`config.mk`:
```
export PLATFORM = sky130hd
export DESIGN_NAME = csc_control_regs
export DESIGN_NICKNAME = d
export VERILOG_FILES = /design/src/design/csc_pkg.sv /design/src/design/csc_l2_arbiter.sv /design/src/design/csc_control_regs.sv
export VERILOG_INCLUDE_DIRS = /design/src /design/src/design
export SDC_FILE = /design/constraint.sdc
export NUM_CORES = 1
export LEC_CHECK = 0
export ABC_CLOCK_PERIOD_IN_PS = 1200
export BUFFER_PORTS_ARGS = -buffer_cell sky130_fd_sc_hd__buf_2
export CAP_MARGIN = 20
export CORE_MARGIN = 2
export CORE_UTILIZATION = 31
export CTS_BUF_LIST = sky130_fd_sc_hd__clkbuf_8
export DETAILED_ROUTE_END_ITERATION = 8
export GPL_TIMING_DRIVEN = 0
export HOLD_SLACK_MARGIN = 0.15
export REMOVE_ABC_BUFFERS = 1
export SYNTH_ARGS = -nofsm -noshare
export SYNTH_HDL_FRONTEND = slang
export SYNTH_SLANG_ARGS = --single-unit
export TNS_END_PERCENT = 20
```
`constraint.sdc`:
```
create_clock -name i_ref_clk -period 1.2 [get_ports i_ref_clk]
set_input_delay 0.06 -clock i_ref_clk [delete_from_list [all_inputs] [get_ports i_ref_clk]]
set_output_delay 0.06 -clock i_ref_clk [all_outputs]
set_load 0.01 [all_outputs]
```
`src/design/csc_map.svh`:
```
`ifndef CSC_MAP_SVH
`define CSC_MAP_SVH

// ----------------------------------------
// register selects on the core control port
// ----------------------------------------
`define CSC_SEL_STATUS        1'b0
`define CSC_SEL_CONFIG        1'b1

// ----------------------------------------
// status register fields
// ----------------------------------------
`define CSC_ST_CPU_ID_HI      31
`define CSC_ST_CPU_ID_LO      24
`define CSC_ST_REV_ID_HI      23
`define CSC_ST_REV_ID_LO      16
`define CSC_ST_POWER_DOWN_REQUEST_HI        15
`define CSC_ST_POWER_DOWN_REQUEST_LO        10
`define CSC_ST_SAT_BIT        9
`define CSC_ST_ENDIAN_BIT     8
`define CSC_ST_PCC_HI         7
`define CSC_ST_PCC_LO         5
`define CSC_ST_DCC_HI         4
`define CSC_ST_DCC_LO         2
`define CSC_ST_PREVIOUS_GLOBAL_INT_ENABLE_BIT       1
`define CSC_ST_GIE_BIT        0

// arbitrary neutral identity values
`define CSC_CPU_ID_VALUE      8'hA5
`define CSC_REV_ID_VALUE      8'h01

// ----------------------------------------
// power-down codes
// ----------------------------------------
`define CSC_PD_NONE           6'h00
`define CSC_PD1_ENABLED       6'h09
`define CSC_PD1_ANY           6'h11
`define CSC_PD2               6'h1A
`define CSC_PD3               6'h1C

// ----------------------------------------
// cache mode codes
// ----------------------------------------
`define CSC_CC_MODE_A         3'h0
`define CSC_CC_MODE_B         3'h2

// ----------------------------------------
// configuration register fields
// ----------------------------------------
`define CSC_CF_PRIO_BIT       31
`define CSC_CF_INV_P_BIT      9
`define CSC_CF_INV_D_BIT      8
`define CSC_CF_L2_HI          2
`define CSC_CF_L2_LO          0

`define CSC_L2_SRAM           3'h0
`define CSC_L2_WAY1           3'h1
`define CSC_L2_WAY2           3'h2
`define CSC_L2_WAY3           3'h3
`define CSC_L2_WAY4           3'h7

// ----------------------------------------
// reset values
// ----------------------------------------
`define CSC_RST_CACHE_MODE    3'h0
`define CSC_RST_L2_MODE       3'h0
`define CSC_RST_ENDIAN        1'b1

`endif

```
`src/design/csc_pkg.sv`:
```
package csc_pkg;

    typedef enum logic [1:0] {
        CSC_PWR_RUN,
        CSC_PWR_LEVEL1,
        CSC_PWR_LEVEL2,
        CSC_PWR_LEVEL3
    } csc_pwr_state_type;

    typedef struct packed {
        logic        valid;
        logic        sel;
        logic        write;
        logic [31:0] wdata;
    } csc_ctl_req_type;

    typedef struct packed {
        logic       prio_crossbar;
        logic       inval_program;
        logic       inval_data;
        logic [2:0] level2_mode;
        logic [2:0] program_cache_mode;
        logic [2:0] data_cache_mode;
    } csc_cache_ctl_type;

endpackage

```
`src/design/csc_l2_arbiter.sv`:
```
`timescale 1ns/1ns
`include "csc_map.svh"

module csc_l2_arbiter
    import csc_pkg::*;
(
    input  wire logic i_prio_crossbar,
    input  wire logic i_l1d_req,
    input  wire logic i_xbar_req,
    output logic      o_l1d_grant,
    output logic      o_xbar_grant
);

    // ----------------------------------------
    // fixed priority, one winner per cycle
    // ----------------------------------------
    always_comb begin
        if (i_prio_crossbar) begin
            o_xbar_grant = i_xbar_req;
            o_l1d_grant  = i_l1d_req && !i_xbar_req;
        end else begin
            o_l1d_grant  = i_l1d_req;
            o_xbar_grant = i_xbar_req && !i_l1d_req;
        end
    end

endmodule

```
`src/design/csc_control_regs.sv`:
```
`timescale 1ns/1ns
`include "csc_map.svh"

// Contract
// status identity and revision fields are read-only
// power-down field always reads zero
// codes 001001/010001 enter level one power-down
// codes 011010/011100 enter levels two, three
// saturation bit set by functional units only
// only control move clears; set beats clear
// saturation visible one cycle after event; the code stages the event, so sat_reg sets two cycles after it
// false-condition instruction leaves saturation unchanged
// endian bit read-only, reports byte order
// program cache mode accepts 000 or 010
// data cache mode accepts 000 or 010
// interrupt taken copies enable into previous-enable
// global enable gates maskable interrupts, resets 0
// priority bit set: crossbar beats data cache
// priority bit clear: data cache beats crossbar
// writing 1 invalidates program/data cache lines
// level-2 mode codes 000,001,010,011,111 only
// config reserved bits ignore writes, read zero
module csc_control_regs
    import csc_pkg::*;
(
    input  wire logic              i_ref_clk,
    input  wire logic              i_reset_n,
    input  wire csc_ctl_req_type   i_ctl_req,
    output logic [31:0]            o_ctl_rdata,
    input  wire logic              i_sat_event,
    input  wire logic              i_sat_cond_true,
    input  wire logic              i_int_taken,
    input  wire logic              i_int_maskable,
    input  wire logic              i_int_any,
    input  wire logic              i_little_endian,
    input  wire logic              i_l1d_req,
    input  wire logic              i_xbar_req,
    output logic                   o_l1d_grant,
    output logic                   o_xbar_grant,
    output logic                   o_int_gated,
    output csc_pwr_state_type      o_power_state,
    output csc_cache_ctl_type      o_cache_ctl
);

    // ----------------------------------------
    // state
    // ----------------------------------------
    logic              sat_pend_reg;
    logic              sat_pend_next;
    logic              sat_reg;
    logic              sat_next;
    logic              gie_reg;
    logic              gie_next;
    logic              previous_global_int_enable_reg;
    logic              previous_global_int_enable_next;
    logic [2:0]        pcc_reg;
    logic [2:0]        pcc_next;
    logic [2:0]        dcc_reg;
    logic [2:0]        dcc_next;
    logic              prio_reg;
    logic              prio_next;
    logic              inv_p_reg;
    logic              inv_p_next;
    logic              inv_d_reg;
    logic              inv_d_next;
    logic [2:0]        l2_reg;
    logic [2:0]        l2_next;
    logic              endian_reg;
    logic              endian_next;
    logic              endian_meta_reg;
    logic              wake_any_reg;
    logic              wake_any_next;
    csc_pwr_state_type pwr_reg;
    csc_pwr_state_type pwr_next;
    logic [31:0]       rdata_reg;
    logic [31:0]       rdata_next;
    logic              wr_status;
    logic              wr_config;

    function automatic logic cache_mode_ok(input logic [2:0] m);
        cache_mode_ok = (m == `CSC_CC_MODE_A) || (m == `CSC_CC_MODE_B);
    endfunction

    function automatic logic l2_mode_ok(input logic [2:0] m);
        l2_mode_ok = (m == `CSC_L2_SRAM) || (m == `CSC_L2_WAY1) || (m == `CSC_L2_WAY2)
                  || (m == `CSC_L2_WAY3) || (m == `CSC_L2_WAY4);
    endfunction

    assign wr_status = i_ctl_req.valid && i_ctl_req.write && (i_ctl_req.sel == `CSC_SEL_STATUS);
    assign wr_config = i_ctl_req.valid && i_ctl_req.write && (i_ctl_req.sel == `CSC_SEL_CONFIG);

    // ----------------------------------------
    // next-state logic
    // ----------------------------------------
    always_comb begin
        // event staged one cycle, so the flag appears a full delay slot later
        sat_pend_next = i_sat_event && i_sat_cond_true;
        sat_next      = sat_reg;
        if (wr_status && !i_ctl_req.wdata[`CSC_ST_SAT_BIT]) begin
            sat_next = 1'b0;
        end
        if (sat_pend_reg) begin
            sat_next = 1'b1;
        end

        gie_next  = gie_reg;
        previous_global_int_enable_next = previous_global_int_enable_reg;
        pcc_next  = pcc_reg;
        dcc_next  = dcc_reg;
        pwr_next  = pwr_reg;
        if (i_int_taken) begin
            previous_global_int_enable_next = gie_reg;
            gie_next  = 1'b0;
        end else if (wr_status) begin
            gie_next  = i_ctl_req.wdata[`CSC_ST_GIE_BIT];
            previous_global_int_enable_next = i_ctl_req.wdata[`CSC_ST_PREVIOUS_GLOBAL_INT_ENABLE_BIT];
            // reserved codes keep the previous mode
            if (cache_mode_ok(i_ctl_req.wdata[`CSC_ST_PCC_HI:`CSC_ST_PCC_LO])) begin
                pcc_next = i_ctl_req.wdata[`CSC_ST_PCC_HI:`CSC_ST_PCC_LO];
            end
            if (cache_mode_ok(i_ctl_req.wdata[`CSC_ST_DCC_HI:`CSC_ST_DCC_LO])) begin
                dcc_next = i_ctl_req.wdata[`CSC_ST_DCC_HI:`CSC_ST_DCC_LO];
            end
        end

        case (pwr_reg)
            CSC_PWR_RUN: begin
                if (wr_status) begin
                    case (i_ctl_req.wdata[`CSC_ST_POWER_DOWN_REQUEST_HI:`CSC_ST_POWER_DOWN_REQUEST_LO])
                        `CSC_PD1_ENABLED: pwr_next = CSC_PWR_LEVEL1;
                        `CSC_PD1_ANY:     pwr_next = CSC_PWR_LEVEL1;
                        `CSC_PD2:         pwr_next = CSC_PWR_LEVEL2;
                        `CSC_PD3:         pwr_next = CSC_PWR_LEVEL3;
                        default:          pwr_next = CSC_PWR_RUN;
                    endcase
                end
            end
            CSC_PWR_LEVEL1: begin
                // wake source picked at entry, held until wake-up
                if ((wake_any_reg && i_int_any) || (!wake_any_reg && o_int_gated)) begin
                    pwr_next = CSC_PWR_RUN;
                end
            end
            default: begin
                pwr_next = pwr_reg;
            end
        endcase

        prio_next  = prio_reg;
        l2_next    = l2_reg;
        inv_p_next = 1'b0;
        inv_d_next = 1'b0;
        if (wr_config) begin
            prio_next  = i_ctl_req.wdata[`CSC_CF_PRIO_BIT];
            inv_p_next = i_ctl_req.wdata[`CSC_CF_INV_P_BIT];
            inv_d_next = i_ctl_req.wdata[`CSC_CF_INV_D_BIT];
            if (l2_mode_ok(i_ctl_req.wdata[`CSC_CF_L2_HI:`CSC_CF_L2_LO])) begin
                l2_next = i_ctl_req.wdata[`CSC_CF_L2_HI:`CSC_CF_L2_LO];
            end
        end

        // strap is asynchronous to the core, so two flops before use
        endian_next = endian_meta_reg;

        rdata_next = 32'h0000_0000;
        if (i_ctl_req.sel == `CSC_SEL_STATUS) begin
            rdata_next[`CSC_ST_CPU_ID_HI:`CSC_ST_CPU_ID_LO] = `CSC_CPU_ID_VALUE;
            rdata_next[`CSC_ST_REV_ID_HI:`CSC_ST_REV_ID_LO] = `CSC_REV_ID_VALUE;
            rdata_next[`CSC_ST_SAT_BIT]                     = sat_reg;
            rdata_next[`CSC_ST_ENDIAN_BIT]                  = endian_reg;
            rdata_next[`CSC_ST_PCC_HI:`CSC_ST_PCC_LO]       = pcc_reg;
            rdata_next[`CSC_ST_DCC_HI:`CSC_ST_DCC_LO]       = dcc_reg;
            rdata_next[`CSC_ST_PREVIOUS_GLOBAL_INT_ENABLE_BIT]                    = previous_global_int_enable_reg;
            rdata_next[`CSC_ST_GIE_BIT]                     = gie_reg;
            // power-down bits stay zero
        end else begin
            rdata_next[`CSC_CF_PRIO_BIT]           = prio_reg;
            rdata_next[`CSC_CF_L2_HI:`CSC_CF_L2_LO] = l2_reg;
        end
    end

    // ----------------------------------------
    // wake source latch
    // ----------------------------------------
    always_comb begin
        wake_any_next = wake_any_reg;
        if (pwr_reg == CSC_PWR_RUN && wr_status) begin
            wake_any_next = (i_ctl_req.wdata[`CSC_ST_POWER_DOWN_REQUEST_HI:`CSC_ST_POWER_DOWN_REQUEST_LO] == `CSC_PD1_ANY);
        end
    end

    // ----------------------------------------
    // registers
    // ----------------------------------------
    always_ff @(posedge i_ref_clk) begin
        if (!i_reset_n) begin
            sat_pend_reg <= 1'b0;
            sat_reg      <= 1'b0;
            gie_reg      <= 1'b0;
            previous_global_int_enable_reg     <= 1'b0;
            pcc_reg      <= `CSC_RST_CACHE_MODE;
            dcc_reg      <= `CSC_RST_CACHE_MODE;
            prio_reg     <= 1'b0;
            inv_p_reg    <= 1'b0;
            inv_d_reg    <= 1'b0;
            l2_reg       <= `CSC_RST_L2_MODE;
            endian_reg   <= `CSC_RST_ENDIAN;
            endian_meta_reg <= `CSC_RST_ENDIAN;
            pwr_reg      <= CSC_PWR_RUN;
            rdata_reg    <= 32'h0000_0000;
            wake_any_reg <= 1'b0;
        end else begin
            sat_pend_reg <= sat_pend_next;
            sat_reg      <= sat_next;
            gie_reg      <= gie_next;
            previous_global_int_enable_reg     <= previous_global_int_enable_next;
            pcc_reg      <= pcc_next;
            dcc_reg      <= dcc_next;
            prio_reg     <= prio_next;
            inv_p_reg    <= inv_p_next;
            inv_d_reg    <= inv_d_next;
            l2_reg       <= l2_next;
            endian_reg   <= endian_next;
            endian_meta_reg <= i_little_endian;
            pwr_reg      <= pwr_next;
            rdata_reg    <= rdata_next;
            wake_any_reg <= wake_any_next;
        end
    end

    // ----------------------------------------
    // outputs
    // ----------------------------------------
    assign o_int_gated   = i_int_maskable && gie_reg;
    assign o_ctl_rdata   = rdata_reg;
    assign o_power_state = pwr_reg;

    always_comb begin
        o_cache_ctl.prio_crossbar      = prio_reg;
        o_cache_ctl.inval_program      = inv_p_reg;
        o_cache_ctl.inval_data         = inv_d_reg;
        o_cache_ctl.level2_mode        = l2_reg;
        o_cache_ctl.program_cache_mode = pcc_reg;
        o_cache_ctl.data_cache_mode    = dcc_reg;
    end

    csc_l2_arbiter u_arbiter (
        .i_prio_crossbar (prio_reg),
        .i_l1d_req       (i_l1d_req),
        .i_xbar_req      (i_xbar_req),
        .o_l1d_grant     (o_l1d_grant),
        .o_xbar_grant    (o_xbar_grant)
    );

endmodule

```
# After elaboration in Yosys (flattened, before gate mapping)
# Index checks and enable logic that the tools add are counted.
[op_classes]
n_eq_ne = 13
n_mux = 13
bitwise_logic = 3
n_reduce_logical = 37
[ops]
columns = ["op", "n"]
rows = [
  ["6-bit by 5-bit equality test with 1-bit output, second input constant", 3],
  ["14-bit 2-to-1 mux", 1],
  ["3-bit by 2-bit equality test with 1-bit output, second input constant", 4],
  ["1-bit logical AND", 11],
  ["3-bit logical NOT", 3],
  ["3-bit AND reduction", 3],
  ["1-bit logical OR", 7],
  ["1-bit 2-to-1 mux", 7],
  ["6-bit by 4-bit equality test with 1-bit output, second input constant", 1],
  ["2-bit case mux with 3 select lines", 1],
  ["2-bit nonzero test", 3],
  ["2-bit OR reduction", 3],
  ["1-bit logical NOT", 4],
  ["2-bit 2-to-1 mux", 2],
  ["2-bit != test, second input constant", 2],
  ["2-bit case mux with 2 select lines", 1],
  ["2-bit AND reduction", 2],
  ["3-bit by 1-bit equality test with 1-bit output, second input constant", 1],
  ["3-bit equality test, second input constant", 1],
  ["3-bit 2-to-1 mux", 1],
  ["1-bit NOT", 3],
  ["2-bit by 1-bit equality test with 1-bit output, second input constant", 1],
  ["2-bit logical NOT", 1],
]
[word_totals]
ff_bits = 53
inputBits = 45
out_inout_bits = 49
elab_cells = 83

# Longest topological paths before layout
# Gate-level depths: netlist of run 1.
[logic_depth]
word_depth = 6
depth_mapped = 5
depth_no_buf = 3

# Modules after synthesis
# A second synthesis of run 1 with hierarchy kept.
[hier_totals]
hier_cells = 142
area_unflattened_um2 = 1393.8
[modules_own_cells]
columns = ["mod", "instances", "cells_each", "area_each_um2", "seq_area_each_um2"]
rows = [
  ["csc_control_regs", 1, 139, 1375.1, 660.6],
  ["csc_l2_arbiter", 1, 3, 18.8, 0.0],
]

# Worst setup path after synthesis of run 1
# OpenSTA, ideal clock, no wires.
[synth_timing]
kind = "input-to-reg"
start = "input port i_ctl_req[33] (netlist bit)"
end = "register dcc_reg[0]"
setup_ns = 0.115
t_arrival_ns = 0.965
t_required_ns = 1.085
path_slack_ns = 0.119
stages = 4
path_buffers = 1
cell_sequence = "buf_6 nand3b_4 or4_4 and3_1"
[synth_via]
elab_chain_len = 3
[synth_lines]
columns = ["element", "line_no", "rtl"]
rows = [
  ["start: declaration", "csc_control_regs.sv:28", "input wire csc_ctl_req_type i_ctl_req,"],
  ["1-bit NOT (no line)", "-", ""],
  ["1-bit logical AND", "csc_control_regs.sv:89", "assign wr_status = i_ctl_req.valid && i_ctl_req.write && (i_ctl_req.sel == `CSC_SEL_STATUS);"],
  ["3-bit AND reduction (no line)", "-", ""],
  ["end signal: assignment", "csc_control_regs.sv:202", "dcc_reg <= `CSC_RST_CACHE_MODE;"],
  ["end signal: assignment", "csc_control_regs.sv:218", "dcc_reg <= dcc_next;"],
  ["end: declaration", "csc_control_regs.sv:58", "logic [2:0] dcc_reg;"],
]
# No other way between the ends.
# A chain may end at the register's enable or synchronous reset.

# Worst setup path in the final report of run 1
[layout_timing]
start = "register pwr_reg[0], in the netlist o_power_state[0]"
end = "register pwr_reg[0], in the netlist o_power_state[0]"
[layout_via]
elab_chain_len = 3
elab_cells_between_ends = 7
classes_between = "eq/ne (3); mux (1); reduce/logical (3)"
[layout_lines]
columns = ["element", "line_no", "rtl"]
rows = [
  ["start: declaration", "csc_control_regs.sv:73", "csc_pwr_state_type pwr_reg;"],
  ["start signal: assignment", "csc_control_regs.sv:225", "pwr_reg <= pwr_next;"],
  ["2-bit by 1-bit equality test with 1-bit output or 2-bit logical NOT (tied branches)", "csc_control_regs.sv:126", "case (pwr_reg)"],
  ["2-bit != test (no line) or 2-bit nonzero test (tied branches)", "-", ""],
  ["3-bit AND reduction (no line)", "-", ""],
]
# Several ways; a longest one is shown, not always the timed one.

==> impl_results.md, run 1 <==
* Power Dens Cells at 1260 nW/µm²
* Setup crit start kind: flop
* Syn_area_per_cell at 9.82 µm²
* Total GRT Usage at 0.124
* Total congestion overflow at 0
* Crit Path Category: reg -> reg
* Post-route DRC at 0
* Core area at 4350 µm²
* Die H at 71.1 µm
* Final Cell Area at 1940 µm²
* Seq/Total Area, Yosys at 0.474
* Critical Path RT at 1.39 ns
* Final Net Count at 261
* Maxcap violations at 0
* Ys async rst share at 0
* Yosys top cell area share at 0.474
* Largest register FFs at 12
* Syn Std Cell Area at 1390 µm²
* Die width at 71.1 µm
* Clock latency at the later pin of the worst-skew pair at 0.28 ns
* Vias per cell at 4.41
* Final setup margin at 0.134 ns
* Critical Path End Type: flop
* Fill count at 439
* P&R area growth vs syn at 39.1%
* Cts bufs inserted at 5
* Final Hold Fails at 0
* Vias in the first global route at 1066
* RSZ-0062 raised after global routing: no
* EDFF count, synth at 0
* Post-layout minimum cycle time at 1.07 ns
* Starting Density at 0.320
* Detail Placement HPWL at 2180 µm
* Setup violators final at 0
* CP Data Arrival Time at 1.26 ns
* Yosys warns at 0
* Synth unique cells at 29
* Synth area leaders: dfxtp_1 47%, buf_4 12%, mux2i_1 5.7%
* Initial antenna violation count at 0
* Period utilization at 0.888
* Status: completed
* Clock Tree Root: clkbuf_8
* Maximum VDD drop at 0.000439 V
* Dpl cell area at 1630 µm²
* Largest fanout on the critical path at 4
* Post-place setup slack at -0.0813 ns
* Slew Limit Fails at 0
* Layout Skew at 0.00660 ns
* Yosys reg bits at 33
* Minimum hold slack at 0.0844 ns
* Ys flop type: dfxtp_1
* Number of buffers inserted by port buffering at 61
* Io pins at 94
* Clock Tree Buf Depth at 2
* Synth top cells by count: 33 x dfxtp_1, 23 x buf_4, 10 x nor2_1
* Clock sink count at 33
* Reg-to-reg slack, setup at 0.13 ns
* ANT cells at 0
* Count leader, synth: dfxtp_1
* Via count at 1187
* CTS H-tree depth at 2
* Detail Route Antenna Nets at 0
* Final core utilization at 0.445
* Synth Instances at 142
* Global-route wire length before repair at 4780 µm
* Area of the die at 5050 µm²
* DRT Pass-1 Iters at 4
* Post-DR wirelength/cell at 11.4 µm
* Clk slew on worst S/H paths at 0.06 ns
* Largest area contributor in the netlist: dfxtp_1
* Class of the worst hold path: in -> reg
* CTS tree: built
* Leakage at 0.00102 µW
* Gpl congestion at 0.750
* Core Rows at 24
* Fin Setup TNS at 0 ns
* Layout cell share with drive strength beyond 1 at 0.341
* DRT Wirelength at 3070 µm
* Postcts setup bufs at 0
* Starting DRT DRC Count at 21
* Largest net degree at the start of global routing at 17
* Peak Freq at 938 MHz
[layout make-up]
class	count	area (µm²)	area share
tap	52	65.1	0.0335
sequential	33	661	0.341
timing repair buffer	79	488	0.252
multi-input combinational	93	594	0.306
inverter	4	15.0	0.00774
clock inverter	2	33.8	0.0174
clock buffer	6	82.6	0.0426
[layer usage]
metal,routed length (µm),part of all wire,track usage,vias up
li1,-,-,-,590
met1,1310,0.43,0.130,538
met2,1470,0.48,0.216,53
met3,232,0.076,0.0470,6
met4,65,0.021,0.0629,0
met5,0,0,0,-
[worst max-delay path: stages (launching register included)]
cell	delay [ns]
dfxtp_1	0.34
and4bb_2	0.34
nand2b_1	0.07
o32ai_1	0.24
[where the power goes]
part | leakage [µW] | switching (µW) | total [µW] | internal, µW
Combinational | 0.000688 | 132 | 258 | 126
Sequential | 0.000268 | 9.50 | 1130 | 1120
Clock | 0.0000626 | 383 | 1050 | 668
Total | 0.00102 | 525 | 2440 | 1910
[layout by cell type, fill, tap and decap left out]
master and count:
dlygate4sd3_1 17, nand4b_1 2, conb_1 17, and3_1 7, o32ai_1 1, o21ai_0 2, a32oi_1 2, dfxtp_1 33
xor2_1 1, o31ai_1 1, a21oi_1 5, nand2b_1 5, nand3b_4 1, and2_1 8, nor2_1 10, and4b_1 1
inv_1 5, nand3b_1 1, and4bb_2 1, dlymetal6s4s_1 1, clkbuf_8 6, nor4bb_1 2, nor3_1 2, buf_2 61
nand2_1 8, a31oi_1 2, and3_2 1, or4_4 2, nor4bb_4 1, bufinv_16 1, a21boi_0 2, mux2i_1 8
[stage by stage]
stage	total power [µW]	instances
after floorplan	1250	130
after CTS	2460	269
final	2440	269
after global routing	2530	269
after detailed placement	1360	243
after global placement	1360	243
[path summary, 6_finish.rpt]
| check | end | startpoint | depth (start not counted) |
|---|---|---|---|
| worst max-delay path | o_power_state[0]$_SDFFE_PN0P_ | o_power_state[0]$_SDFFE_PN0P_ | 3 |
| worst min-delay path | pcc_reg[1]$_SDFFE_PN0P_ | i_ctl_req[7] | 3 |
| worst max register to register | o_power_state[0]$_SDFFE_PN0P_ | o_power_state[0]$_SDFFE_PN0P_ | 3 |
| worst min register to register | endian_reg$_SDFF_PN1_ | endian_meta_reg$_SDFF_PN1_ | 1 |
[kinds of logic after synthesis]
kind of cell / after synthesis / synth area share
AO/OA/AOI/OAI: 15 / 0.0691
XOR/XNOR: 1 / 0.00628
buffers and inverters: 32 / 0.153
flip-flops: 33 / 0.474
multiplexers: 8 / 0.0575
other: 1 / 0.00269
AND/OR/NAND/NOR: 52 / 0.237
[repair_timing]
item                                    4_1_cts  5_1_grt
endpoints found under the setup margin        0        2
gates resized for setup                       0        3
hold buffers                                 18        1
endpoints found under the hold margin        19        3
Power figures use the tool's default switching activity.
==> run 2, diff against run 1 <==
Settings changed: CORE_ASPECT_RATIO set to 0.6.
==> impl_results.md, run 2 (synthesis gave the netlist of run 1 again) <==
* Status: completed
* Largest fanout on the critical path at 4 (unchanged)
* Gpl congestion at 0.768 (+2.4%)
* Initial antenna violation count at 0 (unchanged)
* Clock sink count at 33 (unchanged)
* Detail Route Antenna Nets at 0 (unchanged)
* Peak Freq at 931 MHz (-0.75%)
* Reg power frac at 0.513 (+0.050)
* Area of the die at 5070 µm² (+0.34%)
* Clock Power Share at 0.371 (-0.060)
* Switching power at 556 µW (+6.0%)
* ANT cells at 0 (unchanged)
* Final Power at 2200 µW (-9.9%)
* CTS tree: built
* Clock Tree Root: clkbuf_8
* Largest register FFs at 12 (unchanged)
* Fill count at 414 (-5.7%)
* Total GRT Usage at 0.124 (+0.000199)
* Io pins at 94 (unchanged)
* Metal1 wirelength at 1530 µm (+17%)
* Post-route DRC at 0 (unchanged)
* Setup crit start kind: flop
* Die H at 55.9 µm (-21%)
* Most frequent cells in the layout: 61 x buf_2, 33 x dfxtp_1, 17 x conb_1
* Setup violators final at 0 (unchanged)
* Part of the power in combinational logic at 0.116 (+0.010)
* Layout cell share with drive strength beyond 1 at 0.347 (+0.00621)
* DRT Pass-1 Iters at 4 (unchanged)
* Commonest non-fill, non-tap cell in the layout: buf_2
* Cts bufs inserted at 5 (unchanged)
* Period utilization at 0.895 (+0.00673)
* Minimum hold slack at 0.0936 ns (+0.00919 ns)
* Core area at 4210 µm² (-3.3%)
* Critical Path RT at 1.39 ns (about the same)
* Maxcap violations at 0 (unchanged)
* CTS H-tree depth at 2 (unchanged)
* P&R area growth vs syn at 36.3%
* Leakage at 0.000985 µW (-3.3%)
* Largest net degree at the start of global routing at 19 (+2)
* Starting DRT DRC Count at 26 (+24%)
* Final core utilization at 0.451 (+0.00558)
* Maximum VDD drop at 0.000454 V (+3.4%)
* Clock latency at the later pin of the worst-skew pair at 0.28 ns (about the same)
* Sw Share at 0.253 (+0.0379)
* Layout Skew at 0.00388 ns (-0.00272 ns)
* Crit Path Category: reg -> reg
* Global-route wire length before repair at 4830 µm (+1.0%)
* Total congestion overflow at 0 (unchanged)
* DR WL met3 at 298 µm (+28%)
* Clock Tree Buf Depth at 2 (unchanged)
* Vias in the first global route at 1008 (-5.4%)
* Post-layout minimum cycle time at 1.07 ns (+0.00808 ns)
* Starting Density at 0.331 (+0.0108)
* CP Data Arrival Time at 1.26 ns (about the same)
* Cts hold-fix bufs at 17 (-1)
* Post-DR wirelength/cell at 11.3 µm (-0.66%)
* Power Dens Cells at 1160 nW/µm² (-8.0%)
* Clk slew on worst S/H paths at 0.07 ns (about the same)
* DRT Wirelength at 3130 µm (+1.9%)
* Met2 WL at 1290 µm (-12%)
* Class of the worst hold path: in -> reg
* Via count at 1174 (-1.1%)
* Critical Path End Type: flop
* Vias per cell at 4.25 (-3.6%)
* Slew Limit Fails at 0 (unchanged)
* Final Hold Fails at 0 (unchanged)
* RSZ-0062 raised after global routing: no
* Core Rows at 18 (-25%)
* Detail Placement HPWL at 2200 µm (+0.90%)
* Final Net Count at 260 (-0.38%)
* Internal at 1640 µW (-14%)
* Top sig layer: met4
* Number of buffers inserted by port buffering at 61 (unchanged)
* Die width at 90.6 µm (+27%)
==> run 2: cell types whose count changed in the layout (fill, tap and decap cells not counted) <==
cell / before / now
nor2_1: 10 / 9
dlygate4sd3_1: 17 / 15
nor4bb_4: 1 / 0
clkinvlp_4: 0 / 1
dlymetal6s4s_1: 1 / 2
bufinv_16: 1 / 0
inv_1: 5 / 4
nor2_2: 0 / 1
clkbuf_8: 6 / 5
nor4bb_1: 2 / 3
clkinv_2: 0 / 2
==> run 2: power groups by stage <==
stage	logic [µW]	clock network, µW	registers, µW
after floorplan	87.9	0	1160
after global placement	208	0	1150
after detailed placement	209	0	1150
after CTS	251	839	1130
after global routing	279	896	1130
final	254	815	1130
==> run 2: path summary, 6_finish.rpt <==
path,startpoint,end,slack (ns),cells after the start
min,i_ctl_req[7],pcc_reg[1]$_SDFFE_PN0P_,0.09,3
max reg2reg,o_power_state[0]$_SDFFE_PN0P_,o_power_state[0]$_SDFFE_PN0P_,0.13,3
min reg2reg,endian_meta_reg$_SDFF_PN1_,endian_reg$_SDFF_PN1_,0.41,1
max,o_power_state[0]$_SDFFE_PN0P_,o_power_state[0]$_SDFFE_PN0P_,0.13,3
==> run 2: worst max-delay path: stages, from the launching register on <==
cell and delay, ns:
dfxtp_1 0.34, and4bb_2 0.34, nand2b_1 0.06, o32ai_1 0.25
==> run 2: cell type report <==
cell class,count,area [µm²],share of cell area
Clock buffer,5,68.8,0.0362
Clock inverter,3,17.5,0.00922
Inverter,4,15.0,0.00791
Multi-Input combinational cell,93,582,0.306
Sequential cell,33,661,0.348
Tap cell,60,75.1,0.0395
Timing Repair Buffer,78,480,0.253
==> run 2: timing repair <==
action / in CTS / in global routing
setup endpoints to repair: 0 / 9
endpoints found under the hold margin: 19 / 3
resized for setup: 0 / 3
setup buffers: 0 / 0
==> run 2: per-stage QoR <==
step           worst slack, ns  std cells  area, µm²  TNS (ns)
2_1_floorplan            0.190        130       1250         0
3_3_place_gp            -0.230        251       1640     -1.86
3_5_place_dp            -0.244        251       1640     -1.93
4_1_cts                 0.0123        276       1890         0
5_1_grt                 0.0618        276       1900         0
6_report                 0.126        276       1900         0
==> run 2: per-layer routing <==
metal	track usage	vias to the layer above
li1	-	585
met2	0.176	62
met5	0	-
met1	0.171	524
met3	0.0556	3
met4	0.0308	0
